==> config.mk <==
export PLATFORM = sky130hd
export DESIGN_NAME = tmrov_timers
export DESIGN_NICKNAME = d
export VERILOG_FILES = /design/src/core/tmrov_pkg.sv /design/src/core/tmrov_timers.sv
export VERILOG_INCLUDE_DIRS = /design/src /design/src/core
export SDC_FILE = /design/constraint.sdc
export NUM_CORES = 1
export LEC_CHECK = 0
export BUFFER_PORTS_ARGS = -buffer_cell sky130_fd_sc_hd__clkbuf_2
export CORE_MARGIN = 2
export CORE_UTILIZATION = 50
export CTS_CLUSTER_DIAMETER = 80
export DETAILED_ROUTE_END_ITERATION = 6
export PLACE_DENSITY = 0.67
export RECOVER_POWER = 50
export SYNTH_ARGS = -nofsm -noshare
export SYNTH_HDL_FRONTEND = slang
export SYNTH_SLANG_ARGS = --single-unit
==> constraint.sdc <==
create_clock -name clock -period 4.2 [get_ports clock]
set_clock_uncertainty 0.15 [all_clocks]
set_input_delay 1.26 -clock clock [delete_from_list [all_inputs] [get_ports clock]]
set_output_delay 1.26 -clock clock [all_outputs]
set_load 0.03 [all_outputs]
==> src/core/tmrov_defs.svh <==
/*
 * Timer block constants: register offsets, field positions, reset values and divider counts.
 * Assumes inclusion by bare name from files under core/.
 */
`ifndef TMROV_DEFS_SVH
`define TMROV_DEFS_SVH

// ----------------------------------------
// Register offsets (byte addresses)
// ----------------------------------------
`define TMROV_ADDR_CLKCTL   8'h00
`define TMROV_ADDR_MODE     8'h04
`define TMROV_ADDR_T0       8'h08
`define TMROV_ADDR_T1       8'h0c
`define TMROV_ADDR_T2       8'h10
`define TMROV_ADDR_T2RLD    8'h14
`define TMROV_ADDR_T3       8'h18
`define TMROV_ADDR_T3RLD    8'h1c
`define TMROV_ADDR_CAP2     8'h20
`define TMROV_ADDR_CAP3     8'h24
`define TMROV_ADDR_STATUS   8'h28
`define TMROV_ADDR_MASK     8'h2c

// ----------------------------------------
// Clock control fields
// ----------------------------------------
`define TMROV_CK_SCA_LSB    0
`define TMROV_CK_T0SEL      2
`define TMROV_CK_T1SEL      3
`define TMROV_CK_T2L        4
`define TMROV_CK_T2H        5
`define TMROV_CK_T3L        6
`define TMROV_CK_T3H        7

// ----------------------------------------
// Mode register fields
// ----------------------------------------
`define TMROV_MD_T0MODE     0
`define TMROV_MD_T0CNT      2
`define TMROV_MD_T0RUN      3
`define TMROV_MD_T1MODE     4
`define TMROV_MD_T1CNT      6
`define TMROV_MD_T1RUN      7
`define TMROV_MD_T2RUN      8
`define TMROV_MD_T2SPLIT    9
`define TMROV_MD_T2XSEL     10
`define TMROV_MD_T2CAP      12
`define TMROV_MD_T3RUN      16
`define TMROV_MD_T3SPLIT    17
`define TMROV_MD_T3XSEL     18
`define TMROV_MD_T3CAP      20

// ----------------------------------------
// Reset values and divider counts
// ----------------------------------------
`define TMROV_RST_CLKCTL    8'h00
`define TMROV_RST_MODE      32'h0000_0000
`define TMROV_DIV4          4
`define TMROV_DIV8          8
`define TMROV_DIV12         12
`define TMROV_DIV48         48

`endif

==> src/core/tmrov_pkg.sv <==
/*
 * Timer block types: prescale and source encodings, status layout.
 * Assumes tmrov_defs.svh constants are used alongside.
 */
package tmrov_pkg;

    // ----------------------------------------
    // Encodings
    // ----------------------------------------
    typedef enum logic [1:0] {
        TMROV_PRE_DIV12 = 2'b00,
        TMROV_PRE_DIV4  = 2'b01,
        TMROV_PRE_DIV48 = 2'b10,
        TMROV_PRE_EXT8  = 2'b11
    } tmrov_pre_type;

    typedef enum logic [1:0] {
        TMROV_M13    = 2'b00,
        TMROV_M16    = 2'b01,
        TMROV_M8RLD  = 2'b10,
        TMROV_MSPLIT = 2'b11
    } tmrov_mode_type;

    // Extra source for timers 2 and 3
    typedef enum logic [1:0] {
        TMROV_X_DIV12 = 2'b00,
        TMROV_X_OSC8  = 2'b01,
        TMROV_X_CMP   = 2'b10,
        TMROV_X_RSV   = 2'b11
    } tmrov_xsel_type;

    // ----------------------------------------
    // Status bits
    // ----------------------------------------
    typedef struct packed {
        logic t3_cap;
        logic t3_low;
        logic t3_high;
        logic t2_cap;
        logic t2_low;
        logic t2_high;
        logic t1_ovf;
        logic t0_low;
        logic t0_ovf;
    } tmrov_stat_type;

    typedef struct packed {
        logic       wr;
        logic       rd;
        logic [7:0] addr;
        logic [31:0] wdata;
    } tmrov_bus_type;

endpackage

==> src/core/tmrov_timers.sv <==
/*
 * Four 16-bit counter/timers with clock selection, event counting and capture.
 * Assumes one 25 MHz clock; count pins, oscillator and comparator inputs are asynchronous.
 */
// The address map and the address-and-strobe port were left to the implementer.
`timescale 1ns/1ps
`default_nettype none
`include "tmrov_defs.svh"

// Functional notes
// - Four 16-bit counter/timers: two classic ones and two auto-reload ones.
// - Timers 0 and 1 run 13-bit, 16-bit or 8-bit auto-reload; split 8-bit is for timer 0 only.
// - Timers 2 and 3 run as one 16-bit auto-reload timer or two 8-bit auto-reload timers.
// - Timer 2 captures the period of the slow oscillator divided by eight, timer 3 that of the comparator 1 output.
// - Timers 0 and 1 pick the prescaled clock or the system clock with their select bit.
// - Timers 2 and 3 run on the system clock or the system clock divided by twelve.
// - Timer 2 can also run on the slow oscillator divided by eight or comparator 0.
// - Timer 3 can also run on the external oscillator divided by eight or comparator 1.
// - In counter mode timers 0 and 1 step on each falling edge of their count input.
// - Event counting keeps up with inputs up to a quarter of the system clock rate.
// - Prescale field: 00 is div 12, 01 div 4, 10 div 48, 11 external clock div 8.
// - Select bit 1 counts system clocks, 0 the prescaled clock; ignored in counter mode.
module tmrov_timers #(
    parameter int W = 16
) (
    // Clock and reset
    input  wire logic        clock,
    input  wire logic        rst_n,
    // Register port
    input  wire logic [7:0]  addr,
    input  wire logic [31:0] wdata,
    input  wire logic        wr_stb,
    input  wire logic        rd_stb,
    output logic [31:0]      rdata,
    // Asynchronous sources
    input  wire logic        count_input_zero,
    input  wire logic        count_input_one,
    input  wire logic        ext_osc,
    input  wire logic        rtc_osc,
    input  wire logic        cmp0_out,
    input  wire logic        cmp1_out,
    // Interrupt
    output logic             irq
);

    // ----------------------------------------
    // Input synchronisers
    // ----------------------------------------
    // Index: 0 cnt0, 1 cnt1, 2 ext, 3 rtc, 4 cmp0, 5 cmp1
    logic [5:0] async_in;
    logic [5:0] s1_q;
    logic [5:0] s2_q;
    logic [5:0] s3_q;
    logic [5:0] lvl_q;
    logic [5:0] fall;

    assign async_in = {cmp1_out, cmp0_out, rtc_osc, ext_osc, count_input_one, count_input_zero};

    always_ff @(posedge clock or negedge rst_n) begin
        if (!rst_n) begin
            s1_q  <= 6'h3f;
            s2_q  <= 6'h3f;
            s3_q  <= 6'h3f;
            lvl_q <= 6'h3f;
        end else begin
            s1_q <= async_in;
            s2_q <= s1_q;
            s3_q <= s2_q;
            // A change counts once stages two and three agree
            lvl_q <= (s2_q & s3_q) | (lvl_q & ~(~s2_q & ~s3_q));
        end
    end

    // One-cycle strobe per falling edge; two-clock levels keep pace at sys_clk_a/4
    assign fall = lvl_q & ~((s2_q & s3_q) | (lvl_q & ~(~s2_q & ~s3_q)));

    // ----------------------------------------
    // Dividers
    // ----------------------------------------
    logic [5:0] d12_q;
    logic [5:0] d4_q;
    logic [5:0] d48_q;
    logic [2:0] ext8_q;
    logic [2:0] rtc8_q;
    logic       tick12;
    logic       tick4;
    logic       tick48;
    logic       ext8;
    logic       rtc8;

    function automatic logic wrap(input logic [5:0] cnt, input int n);
        wrap = (cnt == 6'(n - 1));
    endfunction

    assign tick12 = wrap(d12_q, `TMROV_DIV12);
    assign tick4  = wrap(d4_q, `TMROV_DIV4);
    assign tick48 = wrap(d48_q, `TMROV_DIV48);
    assign ext8   = fall[2] && (ext8_q == 3'h7);
    assign rtc8   = fall[3] && (rtc8_q == 3'h7);

    always_ff @(posedge clock or negedge rst_n) begin
        if (!rst_n) begin
            d12_q  <= 6'h00;
            d4_q   <= 6'h00;
            d48_q  <= 6'h00;
            ext8_q <= 3'h0;
            rtc8_q <= 3'h0;
        end else begin
            d12_q  <= tick12 ? 6'h00 : d12_q + 6'h01;
            d4_q   <= tick4 ? 6'h00 : d4_q + 6'h01;
            d48_q  <= tick48 ? 6'h00 : d48_q + 6'h01;
            ext8_q <= ext8_q + 3'(fall[2]);
            rtc8_q <= rtc8_q + 3'(fall[3]);
        end
    end

    // ----------------------------------------
    // Registers
    // ----------------------------------------
    logic [7:0]                 clkctl_q;
    logic [31:0]                mode_q;
    logic [W-1:0]               cnt_q [4];
    logic [W-1:0]               rld_q [2];
    logic [W-1:0]               cap_q [2];
    tmrov_pkg::tmrov_stat_type  stat_q;
    tmrov_pkg::tmrov_stat_type  mask_q;
    tmrov_pkg::tmrov_stat_type  ev;
    tmrov_pkg::tmrov_pre_type   pre;
    logic                       pre_tick;

    assign pre = tmrov_pkg::tmrov_pre_type'(clkctl_q[`TMROV_CK_SCA_LSB +: 2]);

    always_comb begin
        case (pre)
            tmrov_pkg::TMROV_PRE_DIV12: pre_tick = tick12;
            tmrov_pkg::TMROV_PRE_DIV4:  pre_tick = tick4;
            tmrov_pkg::TMROV_PRE_DIV48: pre_tick = tick48;
            default:                    pre_tick = ext8;
        endcase
    end

    always_ff @(posedge clock or negedge rst_n) begin
        if (!rst_n) begin
            clkctl_q <= `TMROV_RST_CLKCTL;
            mode_q   <= `TMROV_RST_MODE;
        end else if (wr_stb) begin
            if (addr == `TMROV_ADDR_CLKCTL) begin
                clkctl_q <= wdata[7:0];
            end else if (addr == `TMROV_ADDR_MODE) begin
                mode_q <= wdata;
            end
        end
    end

    // ----------------------------------------
    // Timers 0 and 1
    // ----------------------------------------
    logic [1:0] step01;
    logic       step0h;
    logic [W-1:0] nxt01 [2];
    logic [1:0] ovf01;
    logic       ovf0h;

    generate
        for (genvar i = 0; i < 2; i++) begin : g_t01
            localparam int B = i * 4;
            logic tclk;
            tmrov_pkg::tmrov_mode_type md;
            assign md = tmrov_pkg::tmrov_mode_type'(mode_q[B +: 2]);
            // Select bit ignored in counter mode
            assign tclk = mode_q[B + 2] ? fall[i]
                        : (clkctl_q[`TMROV_CK_T0SEL + i] ? 1'b1 : pre_tick);
            assign step01[i] = mode_q[B + 3] && tclk;
            always_comb begin
                nxt01[i] = cnt_q[i];
                ovf01[i] = 1'b0;
                case (md)
                    tmrov_pkg::TMROV_M13: begin
                        nxt01[i][12:0] = cnt_q[i][12:0] + 13'h1;
                        ovf01[i] = &cnt_q[i][12:0];
                    end
                    tmrov_pkg::TMROV_M16: begin
                        nxt01[i] = cnt_q[i] + 16'h1;
                        ovf01[i] = &cnt_q[i];
                    end
                    tmrov_pkg::TMROV_M8RLD: begin
                        ovf01[i] = &cnt_q[i][7:0];
                        nxt01[i][7:0] = ovf01[i] ? cnt_q[i][15:8] : cnt_q[i][7:0] + 8'h1;
                    end
                    default: begin
                        // Timer 1 holds in split mode; timer 0 low byte counts alone
                        if (i == 0) begin
                            nxt01[i][7:0] = cnt_q[i][7:0] + 8'h1;
                            ovf01[i] = &cnt_q[i][7:0];
                        end
                    end
                endcase
            end
        end
    endgenerate

    // Timer 0 high byte in split mode runs on timer 1's run bit and the timer clock
    assign step0h = (mode_q[1:0] == 2'b11) && mode_q[`TMROV_MD_T1RUN]
                  && (clkctl_q[`TMROV_CK_T0SEL] ? 1'b1 : pre_tick);
    assign ovf0h  = step0h && (&cnt_q[0][15:8]);

    // ----------------------------------------
    // Timers 2 and 3
    // ----------------------------------------
    logic [1:0] ovf_lo;
    logic [1:0] ovf_hi;
    logic [1:0] cap_ev;

    generate
        for (genvar j = 0; j < 2; j++) begin : g_t23
            localparam int B = 8 + j * 8;
            logic xclk;
            logic cap_src;
            logic clk_lo;
            logic clk_hi;
            logic run;
            tmrov_pkg::tmrov_xsel_type xs;
            assign xs  = tmrov_pkg::tmrov_xsel_type'(mode_q[B + 2 +: 2]);
            assign run = mode_q[B];
            // Timer 2 gets the slow oscillator, timer 3 the external one
            always_comb begin
                case (xs)
                    tmrov_pkg::TMROV_X_OSC8: xclk = (j == 0) ? rtc8 : ext8;
                    tmrov_pkg::TMROV_X_CMP:  xclk = fall[4 + j];
                    default:                 xclk = tick12;
                endcase
            end
            assign clk_lo = clkctl_q[`TMROV_CK_T2L + 2 * j] ? 1'b1 : xclk;
            assign clk_hi = clkctl_q[`TMROV_CK_T2H + 2 * j] ? 1'b1 : xclk;
            // In capture mode the timer runs on its own clock and the edge of the measured source latches it
            assign cap_src   = (j == 0) ? rtc8 : fall[5];
            assign cap_ev[j] = run && mode_q[B + 4] && cap_src;
            assign ovf_lo[j] = run && clk_lo && (&cnt_q[2 + j][7:0]);
            assign ovf_hi[j] = run && (mode_q[B + 1] ? clk_hi && (&cnt_q[2 + j][15:8])
                                                   : clk_lo && (&cnt_q[2 + j]));

            always_ff @(posedge clock or negedge rst_n) begin
                if (!rst_n) begin
                    cnt_q[2 + j] <= 16'h0000;
                    rld_q[j]     <= 16'h0000;
                    cap_q[j]     <= 16'h0000;
                end else begin
                    if (cap_ev[j]) begin
                        cap_q[j] <= cnt_q[2 + j];
                    end
                    if (wr_stb && addr == (`TMROV_ADDR_T2RLD + 8'(j * 8))) begin
                        rld_q[j] <= wdata[15:0];
                    end
                    if (wr_stb && addr == (`TMROV_ADDR_T2 + 8'(j * 8))) begin
                        cnt_q[2 + j] <= wdata[15:0];
                    end else if (run && mode_q[B + 1]) begin
                        // Split: each byte reloads from its own reload byte
                        if (clk_lo) begin
                            cnt_q[2 + j][7:0] <= ovf_lo[j] ? rld_q[j][7:0] : cnt_q[2 + j][7:0] + 8'h1;
                        end
                        if (clk_hi) begin
                            cnt_q[2 + j][15:8] <= ovf_hi[j] ? rld_q[j][15:8] : cnt_q[2 + j][15:8] + 8'h1;
                        end
                    end else if (run && clk_lo) begin
                        cnt_q[2 + j] <= ovf_hi[j] ? rld_q[j] : cnt_q[2 + j] + 16'h1;
                    end
                end
            end
        end
    endgenerate

    always_ff @(posedge clock or negedge rst_n) begin
        if (!rst_n) begin
            cnt_q[0] <= 16'h0000;
            cnt_q[1] <= 16'h0000;
        end else begin
            // Software writes win over a step in the same cycle
            if (wr_stb && addr == `TMROV_ADDR_T0) begin
                cnt_q[0] <= wdata[15:0];
            end else begin
                if (step01[0]) begin
                    cnt_q[0][7:0] <= nxt01[0][7:0];
                    if (mode_q[1:0] != 2'b11) begin
                        cnt_q[0][15:8] <= nxt01[0][15:8];
                    end
                end
                if (step0h) begin
                    cnt_q[0][15:8] <= cnt_q[0][15:8] + 8'h1;
                end
            end
            if (wr_stb && addr == `TMROV_ADDR_T1) begin
                cnt_q[1] <= wdata[15:0];
            end else if (step01[1]) begin
                cnt_q[1] <= nxt01[1];
            end
        end
    end

    // ----------------------------------------
    // Status, mask and interrupt
    // ----------------------------------------
    assign ev = '{t3_cap:  cap_ev[1],
                  t3_low:  ovf_lo[1] && mode_q[`TMROV_MD_T3SPLIT],
                  t3_high: ovf_hi[1],
                  t2_cap:  cap_ev[0],
                  t2_low:  ovf_lo[0] && mode_q[`TMROV_MD_T2SPLIT],
                  t2_high: ovf_hi[0],
                  t1_ovf:  step01[1] && ovf01[1],
                  t0_low:  ovf0h,
                  t0_ovf:  step01[0] && ovf01[0]};

    always_ff @(posedge clock or negedge rst_n) begin
        if (!rst_n) begin
            stat_q <= '0;
            mask_q <= '0;
        end else begin
            // A new event in the read cycle stays set
            if (rd_stb && addr == `TMROV_ADDR_STATUS) begin
                stat_q <= ev;
            end else begin
                stat_q <= stat_q | ev;
            end
            if (wr_stb && addr == `TMROV_ADDR_MASK) begin
                mask_q <= wdata[8:0];
            end
        end
    end

    assign irq = |(stat_q & mask_q);

    // ----------------------------------------
    // Read port
    // ----------------------------------------
    always_ff @(posedge clock or negedge rst_n) begin
        if (!rst_n) begin
            rdata <= 32'h0000_0000;
        end else if (rd_stb) begin
            if (addr == `TMROV_ADDR_CLKCTL) begin
                rdata <= {24'h000000, clkctl_q};
            end else if (addr == `TMROV_ADDR_MODE) begin
                rdata <= mode_q;
            end else if (addr == `TMROV_ADDR_T0) begin
                rdata <= {16'h0000, cnt_q[0]};
            end else if (addr == `TMROV_ADDR_T1) begin
                rdata <= {16'h0000, cnt_q[1]};
            end else if (addr == `TMROV_ADDR_T2) begin
                rdata <= {16'h0000, cnt_q[2]};
            end else if (addr == `TMROV_ADDR_T2RLD) begin
                rdata <= {16'h0000, rld_q[0]};
            end else if (addr == `TMROV_ADDR_T3) begin
                rdata <= {16'h0000, cnt_q[3]};
            end else if (addr == `TMROV_ADDR_T3RLD) begin
                rdata <= {16'h0000, rld_q[1]};
            end else if (addr == `TMROV_ADDR_CAP2) begin
                rdata <= {16'h0000, cap_q[0]};
            end else if (addr == `TMROV_ADDR_CAP3) begin
                rdata <= {16'h0000, cap_q[1]};
            end else if (addr == `TMROV_ADDR_STATUS) begin
                rdata <= {23'h000000, stat_q};
            end else if (addr == `TMROV_ADDR_MASK) begin
                rdata <= {23'h000000, mask_q};
            end else begin
                rdata <= 32'h0000_0000;
            end
        end
    end

endmodule
`default_nettype wire

==> run_results.csv <==
group,metric,value,unit
sta,tightest_slew,2.00,ns
final_layout,area_delta_synth_final,13.0,%
yosys,synth.ff_latch_count,266,
yosys,ys.flop_type,"dfrtp_1",
place,port_buffers,82,
clocking,clk_latency,0.56,ns
sta,finalSetupViolations,0,
setup_path,critical_path_buf_inv_count,0,
power,p_comb_frac,0.141,
power,p_per_area,417,nW/um2
setup_path,arrival,3.83,ns
routing,wl,44500,um
final_layout,n_antenna_cell,0,
power,p_leak,7.18,nW
setup_path,crit_chain,"ha_1 > nand4bb_1 > nor2_1 > o221ai_1 > a2111oi_4 > o21ai_0 > a221oi_2 > a21o_1",
routing,routed_via_density,6.20,
clocking,cts_hold_buf,0,
final_layout,nNetsFinal,1541,
power,pwr-share-clk,0.411,
yosys,async_flop_share,1.00,
setup_path,cp-start-kind,"flop",
final_layout,drive_gt1_frac,0.237,
sta,rsz0062_at_grt,"no",
routing,drc,0,
yosys,synth_fp_nets,1468,
clocking,cts_resized,0,
final_layout,stdcell_area,16300,um2
setup_path,cp_slowest_cell,"a2111oi_4",
sta,slew-limit-headroom,-0.332,
setup_path,criticalPathCategory,"reg2reg",
power,power.internal,4.86,mW
yosys,yosysWarnings,0,
setup_path,cpPeakStageDelay,0.90,ns
clocking,cts.path.max_buffers,3,
yosys,syn_avg_cell_area,10.3,um2
floorplan,dieArea,30200,um2
yosys,synth_area,14400,um2
setup_path,cp-end-kind,"flop",
yosys,synth_edf_count,0,
setup_path,critPathTopFamily,"compound AO/OA/AOI/OAI gates",
clocking,cts-root-buf,"clkbuf_16",
job,maxCapViolations,1,
sta,drv_slew,72,
power,p_seq_frac,0.448,
floorplan,io_pins,83,
routing,drtAntennaViolNets,0,
floorplan,rows,62,
setup_path,worst-endpoint-required,4.55,ns
final_layout,layout_common_cells,"dfrtp_1, mux2_2, nand2_1, nor2_1, o21ai_0",
clocking,cts_setup_buffers,0,
yosys,seq_area_frac_synth,0.465,
status,run_status,"finished, violations left",
status,violations,"max-capacitance violations, max-slew violations",
place,place_area,15300,um2
routing,wire_per_inst,23.7,um
yosys,synth_top_cell_by_area,"dfrtp_1",
routing,drt_first_pass_iters,5,
sta,fmax,0.287,GHz
sta,finalCriticalPeriod,3.48,ns
power,swShare,0.283,
clocking,cts_buffers,30,
clocking,clk_pin_slew_worst_paths,0.06,ns
floorplan,die_x,174,um
routing,vias,11600,
floorplan,die_h,174,um
yosys,syn_inst,1395,
yosys,yosys.area.top_type_share,0.421,
place,gp_congestion,0.963,
grt,grt_pass1_vias,11400,
floorplan,start_util,0.504,
grt,grt_max_degree,74,
power,max-vdd-ir-drop,304,uV
floorplan,core-area,28500,um2
sta,fin_tns_setup,0,ns
grt,grtUsageTotal,0.297,
power,p_sw,1.92,mW
final_layout,layout_commonest_cell,"dfrtp_1",
setup_path,crit_fanout,12,
grt,antenna_found_initial,0,
place,dp_hpwl,32800,um
worst_hold_path,min_path_type,"reg2reg",
clocking,htree_levels,1,
clocking,cts_num_sinks,266,
sta,hold_viol,0,
grt,grt_pass1_wl,69300,um
sta,fin_crit_sh,0.829,
clocking,cts_tree,"built",
yosys,synth_area_leaders,"dfrtp_1, mux2_2, dfstp_2, nand2_1, o21ai_0",
final_layout,fillers,2520,
yosys,yosysUniqueCellTypes,96,
grt,overflow,0,
routing,drt-initial-drc-count,1400,
registers in the layout, summed over array words and instances (netlist names):
| signal | count |
|---|---|
| d12_q | 6 |
| d48_q | 6 |
| d4_q | 6 |
| s1_q | 6 |
| s2_q | 6 |
| cap_q | 32 |
| mask_q | 9 |
| lvl_q | 6 |
| s3_q | 6 |
| cnt_q | 64 |
| clkctl_q | 8 |
| mode_q | 32 |
| rtc8_q | 3 |
| rld_q | 32 |
| stat_q | 9 |
| rdata | 32 |
| ext8_q | 3 |
worst reg2reg max path, stage by stage, from the launching register on:
cell	delay, ns
dfrtp_1	0.37
ha_1	0.21
nand4bb_1	0.23
nor2_1	0.40
o221ai_1	0.46
a2111oi_4	0.91
o21ai_0	0.27
a221oi_2	0.33
a21o_1	0.11
per-stage QoR:
stage           util  std cells  hold slack (ns)  total power, mW  worst slack [ns]
4_1_cts        0.571       1876            0.206             6.82             0.916
3_3_place_gp   0.534       1820            0.196             4.00             0.410
2_1_floorplan      -       1395            0.195             3.63              1.10
5_1_grt        0.570       1876            0.218             7.09             0.417
6_report       0.570       1876            0.209             6.79             0.720
3_5_place_dp   0.534       1820            0.197             4.03             0.410
power by group through the flow:
| stage | sequential (mW) | clock (mW) | combinational (mW) |
|---|---|---|---|
| after floorplan | 2.96 | 0 | 0.671 |
| after global placement | 3.08 | 0 | 0.928 |
| after detailed placement | 3.08 | 0 | 0.950 |
| after CTS | 3.03 | 2.83 | 0.956 |
| after global routing | 3.06 | 2.95 | 1.07 |
| final | 3.04 | 2.79 | 0.954 |
area by class of cell:
class,instances,area [um2],area share
tap,384,480,0.0295
inverter,39,148,0.00908
clock inverter,14,180,0.0111
timing repair buffer,117,698,0.0429
sequential,266,6690,0.411
multi-input combinational,1014,7190,0.442
clock buffer,42,877,0.0539
cells by family (layout without fill, tap and decap cells):
family,count (synthesis),in the layout,share of synthesized area
XOR/XNOR,39,39,0.0237
AO/OA/AOI/OAI,331,331,0.151
adder cells (fa/ha/maj),29,29,0.0242
multiplexers,185,185,0.149
AND/OR/NAND/NOR,430,430,0.153
flip-flops,266,266,0.465
buffers and inverters,115,212,0.0342
synth_stat cells, types with 20 or more instances:
master    count
dfstp_2      24
clkbuf_1     39
nand3_1      50
dfrtp_1     242
mux2i_1      40
xor2_1       20
inv_1        38
nand4_1      20
and3_1       28
o21ai_0      94
a22oi_1      25
mux2_2      134
nor2_1      106
nand2_1     129
ha_1         23
a21oi_1      86
per-layer routing:
metal / wire (um) / up-vias / global-route usage
li1: - / 5242 / -
met3: 2790 / 100 / 0.0384
met1: 19600 / 5840 / 0.422
met5: 0 / - / 0
met2: 20600 / 440 / 0.477
met4: 1490 / 0 / 0.0956
final timing paths:
kind                       slack [ns]     start  cells after the start   endpoint
max                              0.72  d12_q[0]                      8  cnt_q[11]
min                              0.21   s1_q[1]                      0    s2_q[1]
max reg2reg                      0.72  d12_q[0]                      8  cnt_q[11]
min reg2reg                      0.21   s1_q[1]                      0    s2_q[1]
max in group asynchronous        1.17     rst_n                      2   rdata[1]
min in group asynchronous        1.10     rst_n                      1  rdata[27]
Power figures use the tool's default switching activity.
